`config.mk`:
```
export PLATFORM = sky130hd
export DESIGN_NAME = ipcd_top
export DESIGN_NICKNAME = d
export VERILOG_FILES = /design/src/hdl/ipcd_pkg.sv /design/src/hdl/ipcd_buf_if.sv /design/src/hdl/ipcd_page_buf.sv /design/src/hdl/ipcd_top.sv
export SDC_FILE = /design/constraint.sdc
export NUM_CORES = 1
export LEC_CHECK = 0
export BUFFER_PORTS_ARGS = -buffer_cell sky130_fd_sc_hd__buf_2
export CAP_MARGIN = 20
export CORE_ASPECT_RATIO = 0.6
export CORE_MARGIN = 2
export CORE_UTILIZATION = 45
export CTS_CLUSTER_DIAMETER = 50
export CTS_CLUSTER_SIZE = 8
export DETAILED_ROUTE_END_ITERATION = 12
export PLACE_DENSITY = 0.59
export SLEW_MARGIN = 20
export SYNTH_ARGS = -nofsm -noshare
export SYNTH_HDL_FRONTEND = slang
export SYNTH_SLANG_ARGS = --single-unit
```
`constraint.sdc`:
```
create_clock -name clk -period 4 [get_ports clk]
set_input_delay 0.6 -clock clk [delete_from_list [all_inputs] [get_ports clk]]
set_output_delay 0.6 -clock clk [all_outputs]
set_load 0.1 [all_outputs]
```
`src/hdl/ipcd_pkg.sv`:
```
// Functional notes
// - Program enable (AC then 53) must be the first command; no load, write, erase or parallel enable acts before it.
// - Parallel enable (AC then 35) switches to byte-parallel until programming mode ends.
// - Code page write 50, write with auto-erase 70, read 30; 9-bit page, half, byte.
// - Data page write D0, auto-erase D2, read B0; page field narrower than code.
// - User fuse write E1, auto-erase F1, read 61; zero high byte, 6-bit index.
// - Lock bits write E4, read 64; one bit per byte, data only 00h or FFh.
// - User signature write 52, auto-erase 72, read 32; low byte holds half and index.
// - Opcode 38 returns bytes of the factory identification signature page.
// - Opcode 60 shifts out the status byte; both address bytes ignored.
// - Page, fuse, lock and signature commands move 1 to 64 bytes; index advances.
// - Load page buffer (51) fills the buffer and clears load flag bit 3.
// - Success flag bit 2 clears at cycle start, sets only if no brownout occurred.
// - Write-inhibit flag bit 1 is low while the brownout detector blocks programming.
// - Busy flag bit 0 is low while programming or inhibited; bits 7..4 unused.
// - While programming, reading the last written byte returns it with MSB inverted.
// - During erase the polled value is FFh, so polling reads return 7Fh.
// - Polling reference is the last data byte loaded, not highest page address.
// - Command completes and executes only when slave select returns high.
// - Byte index passing the end of a half page wraps within that half page.
// - Bytes travel MSB first in clock mode 0, sample rising, change falling.
package ipcd_pkg;
    localparam logic [7:0] OP_ENABLE = 8'hac;
    localparam logic [7:0] SUB_PROG_EN = 8'h53;
    localparam logic [7:0] SUB_PAR_EN = 8'h35;
    localparam logic [7:0] OP_ERASE = 8'h8a;
    localparam logic [7:0] OP_STATUS = 8'h60;
    localparam logic [7:0] OP_LOAD = 8'h51;
    localparam logic [7:0] OP_CODE_WR = 8'h50;
    localparam logic [7:0] OP_CODE_AWR = 8'h70;
    localparam logic [7:0] OP_CODE_RD = 8'h30;
    localparam logic [7:0] OP_DATA_WR = 8'hd0;
    localparam logic [7:0] OP_DATA_AWR = 8'hd2;
    localparam logic [7:0] OP_DATA_RD = 8'hb0;
    localparam logic [7:0] OP_FUSE_WR = 8'he1;
    localparam logic [7:0] OP_FUSE_AWR = 8'hf1;
    localparam logic [7:0] OP_FUSE_RD = 8'h61;
    localparam logic [7:0] OP_LOCK_WR = 8'he4;
    localparam logic [7:0] OP_LOCK_RD = 8'h64;
    localparam logic [7:0] OP_USIG_WR = 8'h52;
    localparam logic [7:0] OP_USIG_AWR = 8'h72;
    localparam logic [7:0] OP_USIG_RD = 8'h32;
    localparam logic [7:0] OP_FSIG_RD = 8'h38;

    // Byte positions inside a frame.
    localparam logic [2:0] POS_OPCODE = 3'h2;
    localparam logic [2:0] POS_ADDR_HI = 3'h3;
    localparam logic [2:0] POS_ADDR_LO = 3'h4;
    localparam logic [2:0] POS_DATA = 3'h5;

    // Status bit positions.
    localparam int ST_LOAD = 3;
    localparam int ST_SUCCESS = 2;
    localparam int ST_WRITE_INHIBIT_FLAG = 1;
    localparam int ST_BUSY = 0;
    localparam logic LOAD_RESET = 1'b1;
    localparam logic SUCCESS_RESET = 1'b1;

    localparam logic [7:0] ERASE_POLL = 8'h7f;
    localparam logic [7:0] POLL_FLIP = 8'h80;

    localparam int BUF_AW = 7;
    localparam int BUF_DEPTH = 128;

    // Programming cycle times.
    localparam int CLK_PERIOD_PS = 5000;
    localparam longint T_WR_PS = 64'd2500000000;
    localparam longint T_AWR_PS = 64'd5000000000;
    localparam longint T_ERS_PS = 64'd7500000000;
    localparam int WR_CYCLES = int'((T_WR_PS + CLK_PERIOD_PS - 1) / CLK_PERIOD_PS);
    localparam int AWR_CYCLES =
        int'((T_AWR_PS + CLK_PERIOD_PS - 1) / CLK_PERIOD_PS);
    localparam int ERS_CYCLES =
        int'((T_ERS_PS + CLK_PERIOD_PS - 1) / CLK_PERIOD_PS);
    localparam int TMR_W = 23;

    typedef enum logic [2:0] {
        SP_CODE = 3'b000,
        SP_DATA = 3'b001,
        SP_FUSE = 3'b010,
        SP_LOCK = 3'b011,
        SP_USIG = 3'b100,
        SP_FSIG = 3'b101
    } ipcd_space_e;

    typedef enum logic [1:0] {
        PK_WRITE = 2'b00,
        PK_AUTO = 2'b01,
        PK_ERASE = 2'b10
    } ipcd_kind_e;
endpackage : ipcd_pkg

```
`src/hdl/ipcd_buf_if.sv`:
```
`timescale 1ns/100ps
`default_nettype none
interface ipcd_buf_if;
    import ipcd_pkg::*;
    logic we;
    logic [BUF_AW-1:0] waddr;
    logic [7:0] wdata;
    logic [BUF_AW-1:0] raddr;
    logic [7:0] rdata;
    modport writer (output we, output waddr, output wdata);
    modport store (input we, input waddr, input wdata, input raddr,
        output rdata);
endinterface : ipcd_buf_if
`default_nettype wire

```
`src/hdl/ipcd_page_buf.sv`:
```
`timescale 1ns/100ps
`default_nettype none
module ipcd_page_buf
    import ipcd_pkg::*;
(
    input wire logic clk,
    ipcd_buf_if.store bus
);
    logic [7:0] mem_q [BUF_DEPTH];
    logic [7:0] rdata_q;

    always_ff @(posedge clk) begin
        if (bus.we) begin
            mem_q[bus.waddr] <= bus.wdata;
        end
        rdata_q <= mem_q[bus.raddr];
    end

    assign bus.rdata = rdata_q;
endmodule : ipcd_page_buf
`default_nettype wire

```
`src/hdl/ipcd_top.sv`:
```
`timescale 1ns/100ps
`default_nettype none
module ipcd_top
    import ipcd_pkg::*;
#(
    parameter int WR_CYC = WR_CYCLES,
    parameter int AWR_CYC = AWR_CYCLES,
    parameter int ERS_CYC = ERS_CYCLES
) (
    input wire logic clk,
    input wire logic rst,
    input wire logic isp_mode,
    input wire logic sck,
    input wire logic ss_n,
    input wire logic mosi,
    output logic miso_o,
    output logic miso_oe,
    input wire logic [7:0] pdata_i,
    output logic [7:0] pdata_o,
    output logic pdata_oe,
    input wire logic brownout_detector,
    output logic nvm_start,
    output logic [1:0] nvm_kind,
    output logic [2:0] nvm_space,
    output logic [15:0] nvm_addr,
    input wire logic [BUF_AW-1:0] nvm_buf_addr,
    output logic [7:0] nvm_buf_data,
    output logic [2:0] nvm_rd_space,
    output logic [15:0] nvm_rd_addr,
    input wire logic [7:0] nvm_rd_data
);
    // ************************************************************
    // Pin synchronisers
    // ************************************************************
    logic [12:0] s1_q;
    logic [12:0] s2_q;
    logic sck_prev_q;
    logic ss_prev_q;

    always_ff @(posedge clk) begin
        s1_q <= {isp_mode, sck, ss_n, mosi, brownout_detector, pdata_i};
        s2_q <= s1_q;
        sck_prev_q <= s2_q[11];
        ss_prev_q <= s2_q[10];
    end

    wire mode_s = s2_q[12];
    wire sck_s = s2_q[11];
    wire ss_s = s2_q[10];
    wire mosi_s = s2_q[9];
    wire bod_s = s2_q[8];
    wire [7:0] pin_s = s2_q[7:0];
    wire in_frame = !ss_s && mode_s;
    wire sck_rise = sck_s && !sck_prev_q && in_frame;
    wire sck_fall = !sck_s && sck_prev_q && in_frame;
    wire frame_end = ss_s && !ss_prev_q && mode_s;
    wire frame_begin = !ss_s && ss_prev_q;

    // ************************************************************
    // Byte assembly
    // ************************************************************
    logic parallel_q;
    logic enabled_q;
    logic [2:0] bit_cnt_q;
    logic [6:0] rx_sh_q;
    logic [2:0] pos_q;
    logic [7:0] op_q;
    logic [7:0] ah_q;
    logic [7:0] al_q;
    logic [5:0] idx_q;
    logic [6:0] nbytes_q;

    // Parallel mode takes a whole byte per clock; serial needs eight.
    wire byte_done = sck_rise && (parallel_q || bit_cnt_q == 3'h7);
    wire [7:0] rx_byte = parallel_q ? pin_s : {rx_sh_q, mosi_s};
    wire at_data = pos_q == POS_DATA;

    always_ff @(posedge clk) begin
        if (rst || frame_begin) begin
            bit_cnt_q <= '0;
            pos_q <= '0;
            nbytes_q <= '0;
        end else if (sck_rise) begin
            bit_cnt_q <= bit_cnt_q + 3'h1;
            rx_sh_q <= rx_byte[6:0];
            if (byte_done && !at_data) begin
                pos_q <= pos_q + 3'h1;
            end
            if (byte_done && at_data && nbytes_q != 7'h40) begin
                nbytes_q <= nbytes_q + 7'h1;
            end
        end
    end

    always_ff @(posedge clk) begin
        if (rst) begin
            op_q <= '0;
            ah_q <= '0;
            al_q <= '0;
            idx_q <= '0;
        end else if (byte_done) begin
            case (pos_q)
                POS_OPCODE: op_q <= rx_byte;
                POS_ADDR_HI: ah_q <= rx_byte;
                POS_ADDR_LO: begin
                    al_q <= rx_byte;
                    idx_q <= rx_byte[5:0];
                end
                // The six-bit index rolls over inside the same half page.
                POS_DATA: idx_q <= idx_q + 6'h1;
                default: idx_q <= idx_q;
            endcase
        end
    end

    // ************************************************************
    // Opcode decode
    // ************************************************************
    wire is_code_wr = op_q == OP_CODE_WR;
    wire is_code_awr = op_q == OP_CODE_AWR;
    wire is_data_wr = op_q == OP_DATA_WR;
    wire is_data_awr = op_q == OP_DATA_AWR;
    wire is_fuse_wr = op_q == OP_FUSE_WR;
    wire is_fuse_awr = op_q == OP_FUSE_AWR;
    wire is_lock_wr = op_q == OP_LOCK_WR;
    wire is_usig_wr = op_q == OP_USIG_WR;
    wire is_usig_awr = op_q == OP_USIG_AWR;
    wire is_load = op_q == OP_LOAD;
    wire is_status = op_q == OP_STATUS;
    wire is_erase = op_q == OP_ERASE;
    wire is_auto = is_code_awr || is_data_awr || is_fuse_awr || is_usig_awr;
    wire is_plain = is_code_wr || is_data_wr || is_fuse_wr || is_lock_wr
        || is_usig_wr;
    wire is_mem_wr = is_auto || is_plain;
    wire is_prog_en = op_q == OP_ENABLE && ah_q == SUB_PROG_EN;
    wire is_par_en = op_q == OP_ENABLE && ah_q == SUB_PAR_EN;

    logic [2:0] space_w;
    assign space_w =
        (op_q == OP_DATA_RD || is_data_wr || is_data_awr) ? SP_DATA :
        (op_q == OP_FUSE_RD || is_fuse_wr || is_fuse_awr) ? SP_FUSE :
        (op_q == OP_LOCK_RD || is_lock_wr) ? SP_LOCK :
        (op_q == OP_USIG_RD || is_usig_wr || is_usig_awr) ? SP_USIG :
        (op_q == OP_FSIG_RD) ? SP_FSIG : SP_CODE;

    // Page buffer address is the half select and the running index.
    wire [BUF_AW-1:0] buf_addr = {al_q[6], idx_q};
    wire [15:0] cur_addr = {ah_q, al_q[7:6], idx_q};
    wire accept_data = enabled_q && (is_mem_wr || is_load);
    wire data_wr = byte_done && at_data && accept_data;

    ipcd_buf_if buf_bus ();
    assign buf_bus.we = data_wr;
    assign buf_bus.waddr = buf_addr;
    assign buf_bus.wdata = rx_byte;
    assign buf_bus.raddr = nvm_buf_addr;
    assign nvm_buf_data = buf_bus.rdata;

    ipcd_page_buf u_buf (
        .clk(clk),
        .bus(buf_bus)
    );

    // ************************************************************
    // Command execution on the closing select edge
    // ************************************************************
    logic load_q;
    logic pend_q;
    logic [1:0] pend_kind_q;
    logic [2:0] pend_space_q;
    logic [15:0] pend_addr_q;
    logic [7:0] poll_val_q;
    logic [2:0] poll_space_q;
    logic [15:0] poll_addr_q;
    logic prog_q;
    logic erase_q;
    logic bod_seen_q;
    logic success_q;
    logic [TMR_W-1:0] tmr_q;

    wire exec = frame_end && enabled_q;
    wire exec_wr = exec && is_mem_wr && nbytes_q != 7'h0;
    wire exec_er = exec && is_erase && pos_q >= POS_ADDR_HI;

    always_ff @(posedge clk) begin
        if (rst || !mode_s) begin
            enabled_q <= 1'b0;
            parallel_q <= 1'b0;
        end else if (frame_end && pos_q >= POS_ADDR_LO) begin
            if (is_prog_en) begin
                enabled_q <= 1'b1;
            end
            if (is_par_en && enabled_q) begin
                parallel_q <= 1'b1;
            end
        end
    end

    always_ff @(posedge clk) begin
        if (rst) begin
            load_q <= LOAD_RESET;
        end else if (exec && is_load) begin
            load_q <= 1'b0;
        end else if (exec_wr) begin
            load_q <= 1'b1;
        end
    end

    // The last loaded byte is the polling reference.
    always_ff @(posedge clk) begin
        if (rst) begin
            poll_val_q <= '0;
        end else if (data_wr) begin
            poll_val_q <= rx_byte;
        end
    end

    // A command arriving during a cycle waits here until it ends.
    wire start = pend_q && !prog_q && !bod_s;

    always_ff @(posedge clk) begin
        if (rst) begin
            pend_q <= 1'b0;
            pend_kind_q <= PK_WRITE;
            pend_space_q <= SP_CODE;
            pend_addr_q <= '0;
        end else if (exec_wr || exec_er) begin
            pend_q <= 1'b1;
            pend_kind_q <= exec_er ? PK_ERASE : is_auto ? PK_AUTO : PK_WRITE;
            pend_space_q <= space_w;
            pend_addr_q <= {ah_q, al_q[7:6], 6'h00};
        end else if (start) begin
            pend_q <= 1'b0;
        end
    end

    always_ff @(posedge clk) begin
        if (rst) begin
            poll_space_q <= SP_CODE;
            poll_addr_q <= '0;
        end else if (exec_wr) begin
            poll_space_q <= space_w;
            poll_addr_q <= {ah_q, al_q[7:6], idx_q - 6'h1};
        end
    end

    // ************************************************************
    // Programming cycle timer
    // ************************************************************
    logic [TMR_W-1:0] cyc_len;
    assign cyc_len = (pend_kind_q == PK_ERASE) ? TMR_W'(ERS_CYC - 1) :
        (pend_kind_q == PK_AUTO) ? TMR_W'(AWR_CYC - 1) :
        TMR_W'(WR_CYC - 1);

    always_ff @(posedge clk) begin
        if (rst) begin
            prog_q <= 1'b0;
            erase_q <= 1'b0;
            tmr_q <= '0;
        end else if (start) begin
            prog_q <= 1'b1;
            erase_q <= pend_kind_q == PK_ERASE;
            tmr_q <= cyc_len;
        end else if (prog_q) begin
            tmr_q <= tmr_q - TMR_W'(1);
            if (tmr_q == '0) begin
                prog_q <= 1'b0;
                erase_q <= 1'b0;
            end
        end
    end

    always_ff @(posedge clk) begin
        if (rst) begin
            success_q <= SUCCESS_RESET;
            bod_seen_q <= 1'b0;
        end else if (start) begin
            success_q <= 1'b0;
            bod_seen_q <= 1'b0;
        end else if (prog_q) begin
            if (bod_s) begin
                bod_seen_q <= 1'b1;
            end
            if (tmr_q == '0) begin
                success_q <= !bod_seen_q && !bod_s;
            end
        end
    end

    always_ff @(posedge clk) begin
        if (rst) begin
            nvm_start <= 1'b0;
            nvm_kind <= PK_WRITE;
            nvm_space <= SP_CODE;
            nvm_addr <= '0;
        end else begin
            nvm_start <= start;
            if (start) begin
                nvm_kind <= pend_kind_q;
                nvm_space <= pend_space_q;
                nvm_addr <= pend_addr_q;
            end
        end
    end

    // ************************************************************
    // Status and read data
    // ************************************************************
    logic [7:0] status_w;
    assign status_w = {4'h0, load_q, success_q, !bod_s,
        !(prog_q || bod_s)};

    assign nvm_rd_space = space_w;
    assign nvm_rd_addr = cur_addr;

    wire poll_hit = prog_q && !erase_q && space_w == poll_space_q
        && cur_addr == poll_addr_q;
    logic [7:0] rd_w;
    assign rd_w = (prog_q && erase_q) ? ERASE_POLL :
        poll_hit ? (poll_val_q ^ POLL_FLIP) : nvm_rd_data;

    logic [7:0] tx_q;
    logic [7:0] tx_sh_q;

    // Fetched a cycle ahead; SCK half periods leave ample margin.
    always_ff @(posedge clk) begin
        if (rst) begin
            tx_q <= '0;
        end else begin
            tx_q <= is_status ? status_w : rd_w;
        end
    end

    always_ff @(posedge clk) begin
        if (rst) begin
            tx_sh_q <= '0;
            miso_o <= 1'b0;
            pdata_o <= '0;
        end else if (sck_fall) begin
            if (parallel_q) begin
                pdata_o <= tx_q;
            end else if (bit_cnt_q == 3'h0) begin
                miso_o <= tx_q[7];
                tx_sh_q <= {tx_q[6:0], 1'b0};
            end else begin
                miso_o <= tx_sh_q[7];
                tx_sh_q <= {tx_sh_q[6:0], 1'b0};
            end
        end
    end

    // In parallel mode the MOSI pin becomes an active-low output enable.
    assign miso_oe = in_frame && !parallel_q;
    assign pdata_oe = in_frame && parallel_q && !mosi_s;
endmodule : ipcd_top
`default_nettype wire

```
==> results of run 1 <==
==> tightest hold or removal path, stage by stage <==
cell	delay, ns
buf_2	0.10
o31ai_1	0.06
a31oi_1	0.08
==> placed cells by master (no fill, tap or decap), types with 13 or more instances in the layout <==
master	n
dfxtp_1	186
inv_1	20
xnor2_1	37
nor4_1	36
ha_1	16
a211oi_1	35
nor3_1	14
and3_1	13
nand4_1	17
mux4_2	256
nor2_1	245
buf_4	201
a21oi_1	68
edfxtp_1	1031
dlygate4sd3_1	13
buf_2	80
mux2_2	32
o21ai_0	52
or3_1	13
clkbuf_16	172
o22ai_1	97
nand2_1	103
mux2i_1	36
nand3_1	19
clkbuf_1	48
==> registers in the layout, indices dropped and copies added (netlist names), 6 cells and up <==
name,count
ah_q,8
idx_q,6
nbytes_q,7
nvm_addr,10
op_q,8
pdata_o,8
pend_addr_q,10
poll_addr_q,16
poll_val_q,8
rx_sh_q,7
s1_q,13
s2_q,13
tmr_q,23
tx_q,8
tx_sh_q,7
u_buf.bus.rdata,8
u_buf.mem_q,1024
==> Yosys cell counts, drive strengths merged (3+ instances only) <==
master   number
a21o          4
nand2b        9
a22oi         4
nand4        17
or3b          3
clkbuf       96
a211o         3
edfxtp     1031
or3          13
xor2         12
dfxtp       186
a211oi       35
nand4bb       5
nor4bb        4
o21bai        6
o22ai        97
nor2b        10
xnor2        37
nand2       103
nand3b        8
a21oi        69
mux4        256
mux2         32
nor3b         8
o31ai         9
nor4         40
nor3         15
nor4b         4
and3         13
and2          4
buf          60
o21ai        53
or4          12
a31oi        11
ha           16
inv          28
nand3        20
nor2        245
mux2i        36
==> power by group <==
part	internal (uW)	switching (uW)
registers	13700	30.6
clock network	7850	5260
logic	380	631
==> how the worst max path moves through the flow <==
stage | from | to | slack, ns
finish | op_q[5] | u_buf.mem_q[105][4] | 0.53
global route | op_q[5] | u_buf.mem_q[121][7] | 0.23
CTS | pos_q[0] | u_buf.mem_q[121][7] | 0.55
global placement | nvm_buf_addr[3] | u_buf.bus.rdata[4] | 0.36
detailed placement | nvm_buf_addr[0] | u_buf.bus.rdata[7] | 0.51
floorplan | s2_q[12] | miso_o | 0.20
==> per-layer routing <==
metal	routed length, um	share of wire
met1	56000	0.46
met2	51600	0.42
met3	12700	0.10
met4	2580	0.021
met5	0	0
==> cells by family (layout without fill, tap and decap cells) <==
logic type	Yosys count	count (layout)
AOI/OAI and AO/OA	298	298
other	1	9
muxes	324	324
adders and majority gates	16	16
DFF	1217	1217
and+or+nand+nor	541	541
xor gates and xnor gates	49	49
buffers and inverters	184	574
==> final cells by class <==
type / instances / area, um^2 / area share
antenna: 3 / 7.51 / 0.000136
clock buffer: 220 / 4480 / 0.0811
multi-input combinational: 1234 / 11600 / 0.210
clock inverter: 18 / 329 / 0.00595
sequential: 1217 / 34700 / 0.627
timing repair buffer: 308 / 2310 / 0.0418
tap: 1395 / 1750 / 0.0316
inverter: 28 / 125 / 0.00226
==> per-stage QoR <==
stage	hold WS, ns	cells	util	total power, uW
after global routing	0.127	4420	0.536	28600
after CTS	0.0723	4420	0.536	28000
after floorplan	0.310	2635	-	14600
after detailed placement	0.314	4169	0.488	14900
after global placement	0.310	4169	0.488	14900
final	0.136	4423	0.536	27800
==> metrics, run 1 <==
final hold viol count=0; biggest area consumer among synthesized cells=edfxtp_1; hold-fix buffers at CTS=13; fmax=0.288 GHz; startpoint types=flip-flop; DIE WIDTH=421 um; Unique masters post-synth=63; status=completed; period utilization=0.868; multiplexer area fraction after synthesis=0.138; hold worst-path end=tx_q[6]; Initial Util=0.456; DR pass1 iterations=5; GR met3 Demand/Resource=0.0648; layout cells sized above 1=0.263; CP bufs+invs=1; cell family with most CP delay=simple AND/OR/NAND/NOR gates; CTS H-tree depth=4; post-synthesis cell count=2630; critical path class=flip-flop to flip-flop; area grow syn2layout=17.5%; initial drt markers=3197; clock skew=0.0453 ns; vias in the first global route=25.8k; die height=254 um; reg2reg path depth=6; adder and majority gate portion of the synthesized area=0.00426; CTS clock-pin slew for the worst setup and hold paths=0.05 ns; DRT antenna net count=0; logic depth of the worst path, buffers included=6; Worst slew margin=0.265; final period demand of the worst path=3.47 ns; Post-Synth XOR/XNOR Area=0.00912; IO buf count=83; Final Net Count=3006; Max Slew Vio Count=0; hold crit path type=primary input to flip-flop; worst-case clock buffer depth=3; R2R Path Start=op_q[5]; largest net degree at the start of global routing=109; GRT busiest layer=met1; critical path arrival=3.87 ns; CP required=4.39 ns; vias per std cell=5.95; Post-Place Cell Area=50300 um^2; cell row count=91; main area contributors after synthesis=edfxtp_1 66%, mux4_2 12%, dfxtp_1 7.9%, nor2_1 2.0%, o22ai_1 1.3%; Worst-Skew Late Latency=0.77 ns; Post-CTS Setup Bufs=0; hold_sp=nvm_rd_data[6]; Worst R2R End=u_buf.mem_q[105][4]; initial antenna violation count=2; Ports=90; RSZ-0062 raised after global routing=no; hold path depth=3; synthesis-stage register bit count=1217; fillers=8071; total core area=103000 um^2; compound-gate portion of the synthesized area=0.0387; Post-DP HPWL=78300 um; met1 Use GR=0.356; Pleak=0.0179 uW; pre-CTS WS=0.514 ns; PwrDens=503 nW/um^2; Ys Warns=0; crit path max-delay cell type=a211o_1; placer congestion estimate=0.847; Simple-Gate Fraction of Synth Area=0.0554; CTS tree=built; routed len/inst=27.8 um; # Max-Cap Violations=0; grt ovf=0; register area share after synthesis=0.737; crit path cell chain=nand4bb_1 > nor4b_1 > nor3_2 > a211o_1 > buf_4 > nor2_1; root buf cell=clkbuf_16; final setup vio count=0; first-pass GRT wire length=179000 um; Most used DFF post-synth=edfxtp_1; via count=26.3k; DRC errors left=0; Worst setup EP type=flip-flop; Critical Path Max Stage Delay=0.72 ns; Worst Tran Pin Value=1.09 ns; Sum Neg Setup Slack=0 ns; clk sinks=1217; Netlist Area Pre-Place=47000 um^2; # resized after CTS=0; Global Route Usage Sum=0.230; final WL=123000 um; largest family of logic cells by synthesized area=multiplexers; Max FO, Critical Path=12; Post-synth EDFFs=1031; Async SR Flop Fraction=0; final worst slack=0.529 ns; Avg Inst Size Synth=17.9 um^2; fin area=55300 um^2; M2 GR Usage=0.314; peak supply drop=0.348 mV; slack of the worst reg-to-reg path=0.53 ns; Num CTS Buffers=171; top cell type's share of synthesized area=0.658; Die ar.=107000 um^2
No activity file was read; power rests on OpenSTA's default activity.
==> inputs of run 2 (changes only) <==
--- a/config.mk
+++ b/config.mk
@@ -9,11 +9,11 @@
 export CAP_MARGIN = 20
 export CORE_ASPECT_RATIO = 0.6
 export CORE_MARGIN = 2
-export CORE_UTILIZATION = 45
+export CORE_UTILIZATION = 55
 export CTS_CLUSTER_DIAMETER = 50
 export CTS_CLUSTER_SIZE = 8
 export DETAILED_ROUTE_END_ITERATION = 12
-export PLACE_DENSITY = 0.59
+export PLACE_DENSITY = 0.7
 export SLEW_MARGIN = 20
 export SYNTH_ARGS = -nofsm -noshare
 export SYNTH_HDL_FRONTEND = slang
==> run 2 against run 1 <==
  * Critical path depth rose by 1
  * Fmax fell by 5.0%
  * Largest cell class unchanged
  * Clock power barely moved
  * Clock skew fell by 0.014 ns
  * Flip-flop and latch count did not move
  * Core utilization rose by 10 points
==> metrics, run 2 (synthesis gave the netlist of run 1 again) <==
Num CTS Buffers=170 (-0.58%); peak supply drop=0.470 mV (+35%); period utilization=0.913 (+0.0453); # Max-Cap Violations=0 (unchanged); status=completed; Worst-Skew Late Latency=0.76 ns (about the same); critical path arrival=4.02 ns (+0.15 ns); placer congestion estimate=0.877 (+3.6%); hold crit path type=primary input to flip-flop; Worst Tran Pin Value=1.17 ns (+0.0812 ns); Core Util, Final=0.637 (+0.101); Post-CTS Setup Bufs=0 (unchanged); root buf cell=clkbuf_16; most frequent cells in the layout=1031 x edfxtp_1, 256 x mux4_2, 245 x nor2_1, 186 x dfxtp_1, 175 x clkbuf_16; hold path depth=3 (unchanged); CP bufs+invs=1 (unchanged); CP required=4.37 ns (-0.02 ns); Critical Path Most Common Cell=nand2_1; final hold viol count=0 (unchanged); via count=26.2k (-0.51%); Critical Path Max Stage Delay=0.78 ns (+0.06 ns); first-pass GRT wire length=173000 um (-3.4%); cell family with most CP delay=simple AND/OR/NAND/NOR gates; CTS tree=built; final WL=117000 um (-4.8%); Global Route Usage Sum=0.270 (+0.0399); slack of the worst reg-to-reg path=0.35 ns (-0.18 ns); largest net degree at the start of global routing=109 (unchanged); pre-CTS WS=0.510 ns (-0.00413 ns); hold worst-path end=tx_q[6]; max reg flops=1024 (unchanged); biggest regs=u_buf.mem_q x1024, tmr_q x23, poll_addr_q x16; initial drt markers=3622 (+13%); cell row count=83 (-8.8%); layout cells sized above 1=0.235 (-0.0278); Worst slew margin=0.211 (-0.0546); clock skew=0.0314 ns (-0.0138 ns); number of diodes=0 (-3); startpoint types=flip-flop; R2R Path Start=pos_q[0]; area grow syn2layout=15.4%; DRT antenna net count=0 (unchanged); crit path cell chain=ha_1 > nand2_1 > nor3_1 > nand2_1 > a211o_1 > buf_4 > nor2_1; hold_sp=nvm_rd_data[6]; Pleak=0.0174 uW (-2.7%); commonest non-fill, non-tap cell in the layout=edfxtp_1; final period demand of the worst path=3.65 ns (+0.181 ns); initial antenna violation count=5 (+3); reg2reg path depth=7 (+1); vias per std cell=6.41 (+7.8%); worst-case clock buffer depth=3 (unchanged); Sum Neg Setup Slack=0 ns (unchanged); CTS H-tree depth=4 (unchanged); Worst setup EP type=flip-flop; Ports=90 (unchanged); Final Net Count=2909 (-3.2%); DIE WIDTH=382 um (-9.5%); Post-DP HPWL=71500 um (-8.7%); Total Power=27700 uW (-0.40%); RSZ-0062 raised after global routing=no; Cell Count Post-Placement=3825 (-8.3%); vias in the first global route=25.6k (-0.84%); clk sinks=1217 (unchanged); final worst slack=0.348 ns (-0.181 ns); crit path max-delay cell type=a211o_1; total core area=85200 um^2 (-17%); largest reg by FF count=u_buf.mem_q; Initial Util=0.552 (+0.0964); IO buf count=83 (unchanged); PwrDens=511 nW/um^2 (+1.5%); final setup vio count=0 (unchanged); fin cells=4083 (-7.7%); Max Slew Vio Count=0 (unchanged); fmax=0.274 GHz (-5.0%); routed len/inst=28.6 um (+3.1%); Worst R2R End=u_buf.mem_q[2][4]; CTS clock-pin slew for the worst setup and hold paths=0.05 ns (about the same); grt ovf=0 (unchanged); critical path class=flip-flop to flip-flop; die height=231 um (-9.4%); DR pass1 iterations=7 (+2); DRC errors left=0 (unchanged); Die ar.=88000 um^2 (-18%); Max FO, Critical Path=12 (unchanged)
## run 2: cell count changes in the layout (fill, tap and decap cells not counted), sizes merged
cell,before,now
buf,295,199
clkinv,11,2
diode,3,0
clkinvlp,1,0
clkbuf,220,237
## run 2: final cells by class
| class | instances | area [um^2] |
|---|---|---|
| clock buffer | 237 | 4620 |
| clock inverter | 8 | 118 |
| fill | 5823 | 30900 |
| inverter | 28 | 125 |
| multi-input combinational | 1234 | 11600 |
| sequential | 1217 | 34700 |
| tap | 1147 | 1440 |
| timing repair buffer | 212 | 1710 |
## run 2: tightest hold or removal path: stages
cell and delay [ns]:
buf_2 0.10, o31ai_1 0.05, a31oi_1 0.08
## run 2: power by group
part	leakage (uW)	total [uW]	internal, uW	switching [uW]
clock network	0.00229	13000	7940	5070
logic	0.00434	1000	380	623
registers	0.0108	13700	13700	31.0
total	0.0174	27700	22000	5720
## run 2: repair_timing
action / in CTS / in global routing
gates resized for setup: 0 / 0
hold buffers: 13 / 0
hold endpoints to repair: 13 / 0
## run 2: stage by stage
step / hold slack, ns / cell area (um^2)
global route: 0.152 / 54300
detailed placement: 0.313 / 49400
finish: 0.151 / 54300
CTS: 0.111 / 54300
global placement: 0.313 / 49400
floorplan: 0.310 / 47100
## run 2: how the worst max path moves through the flow
stage          slack [ns]             from  cells past startpoint                  to
2_1_floorplan        0.20         s2_q[12]                      5              miso_o
3_3_place_gp         0.57  nvm_buf_addr[0]                      8  u_buf.bus.rdata[2]
3_5_place_dp         0.51         pos_q[0]                      7  u_buf.mem_q[42][1]
4_1_cts              0.45         pos_q[0]                      7   u_buf.mem_q[2][2]
5_1_grt              0.18          op_q[5]                      8   u_buf.mem_q[8][2]
6_report             0.35         pos_q[0]                      7   u_buf.mem_q[2][4]
## run 2: layer usage
layer / share of wire / up-vias / wire length [um] / global-route usage
met5: 0.00036 / - / 42 / 0
li1: - / 10900 / - / -
met4: 0.018 / 6 / 2150 / 0.0730
met1: 0.42 / 13500 / 49600 / 0.420
met2: 0.43 / 1603 / 49800 / 0.369
met3: 0.13 / 169 / 15400 / 0.0844
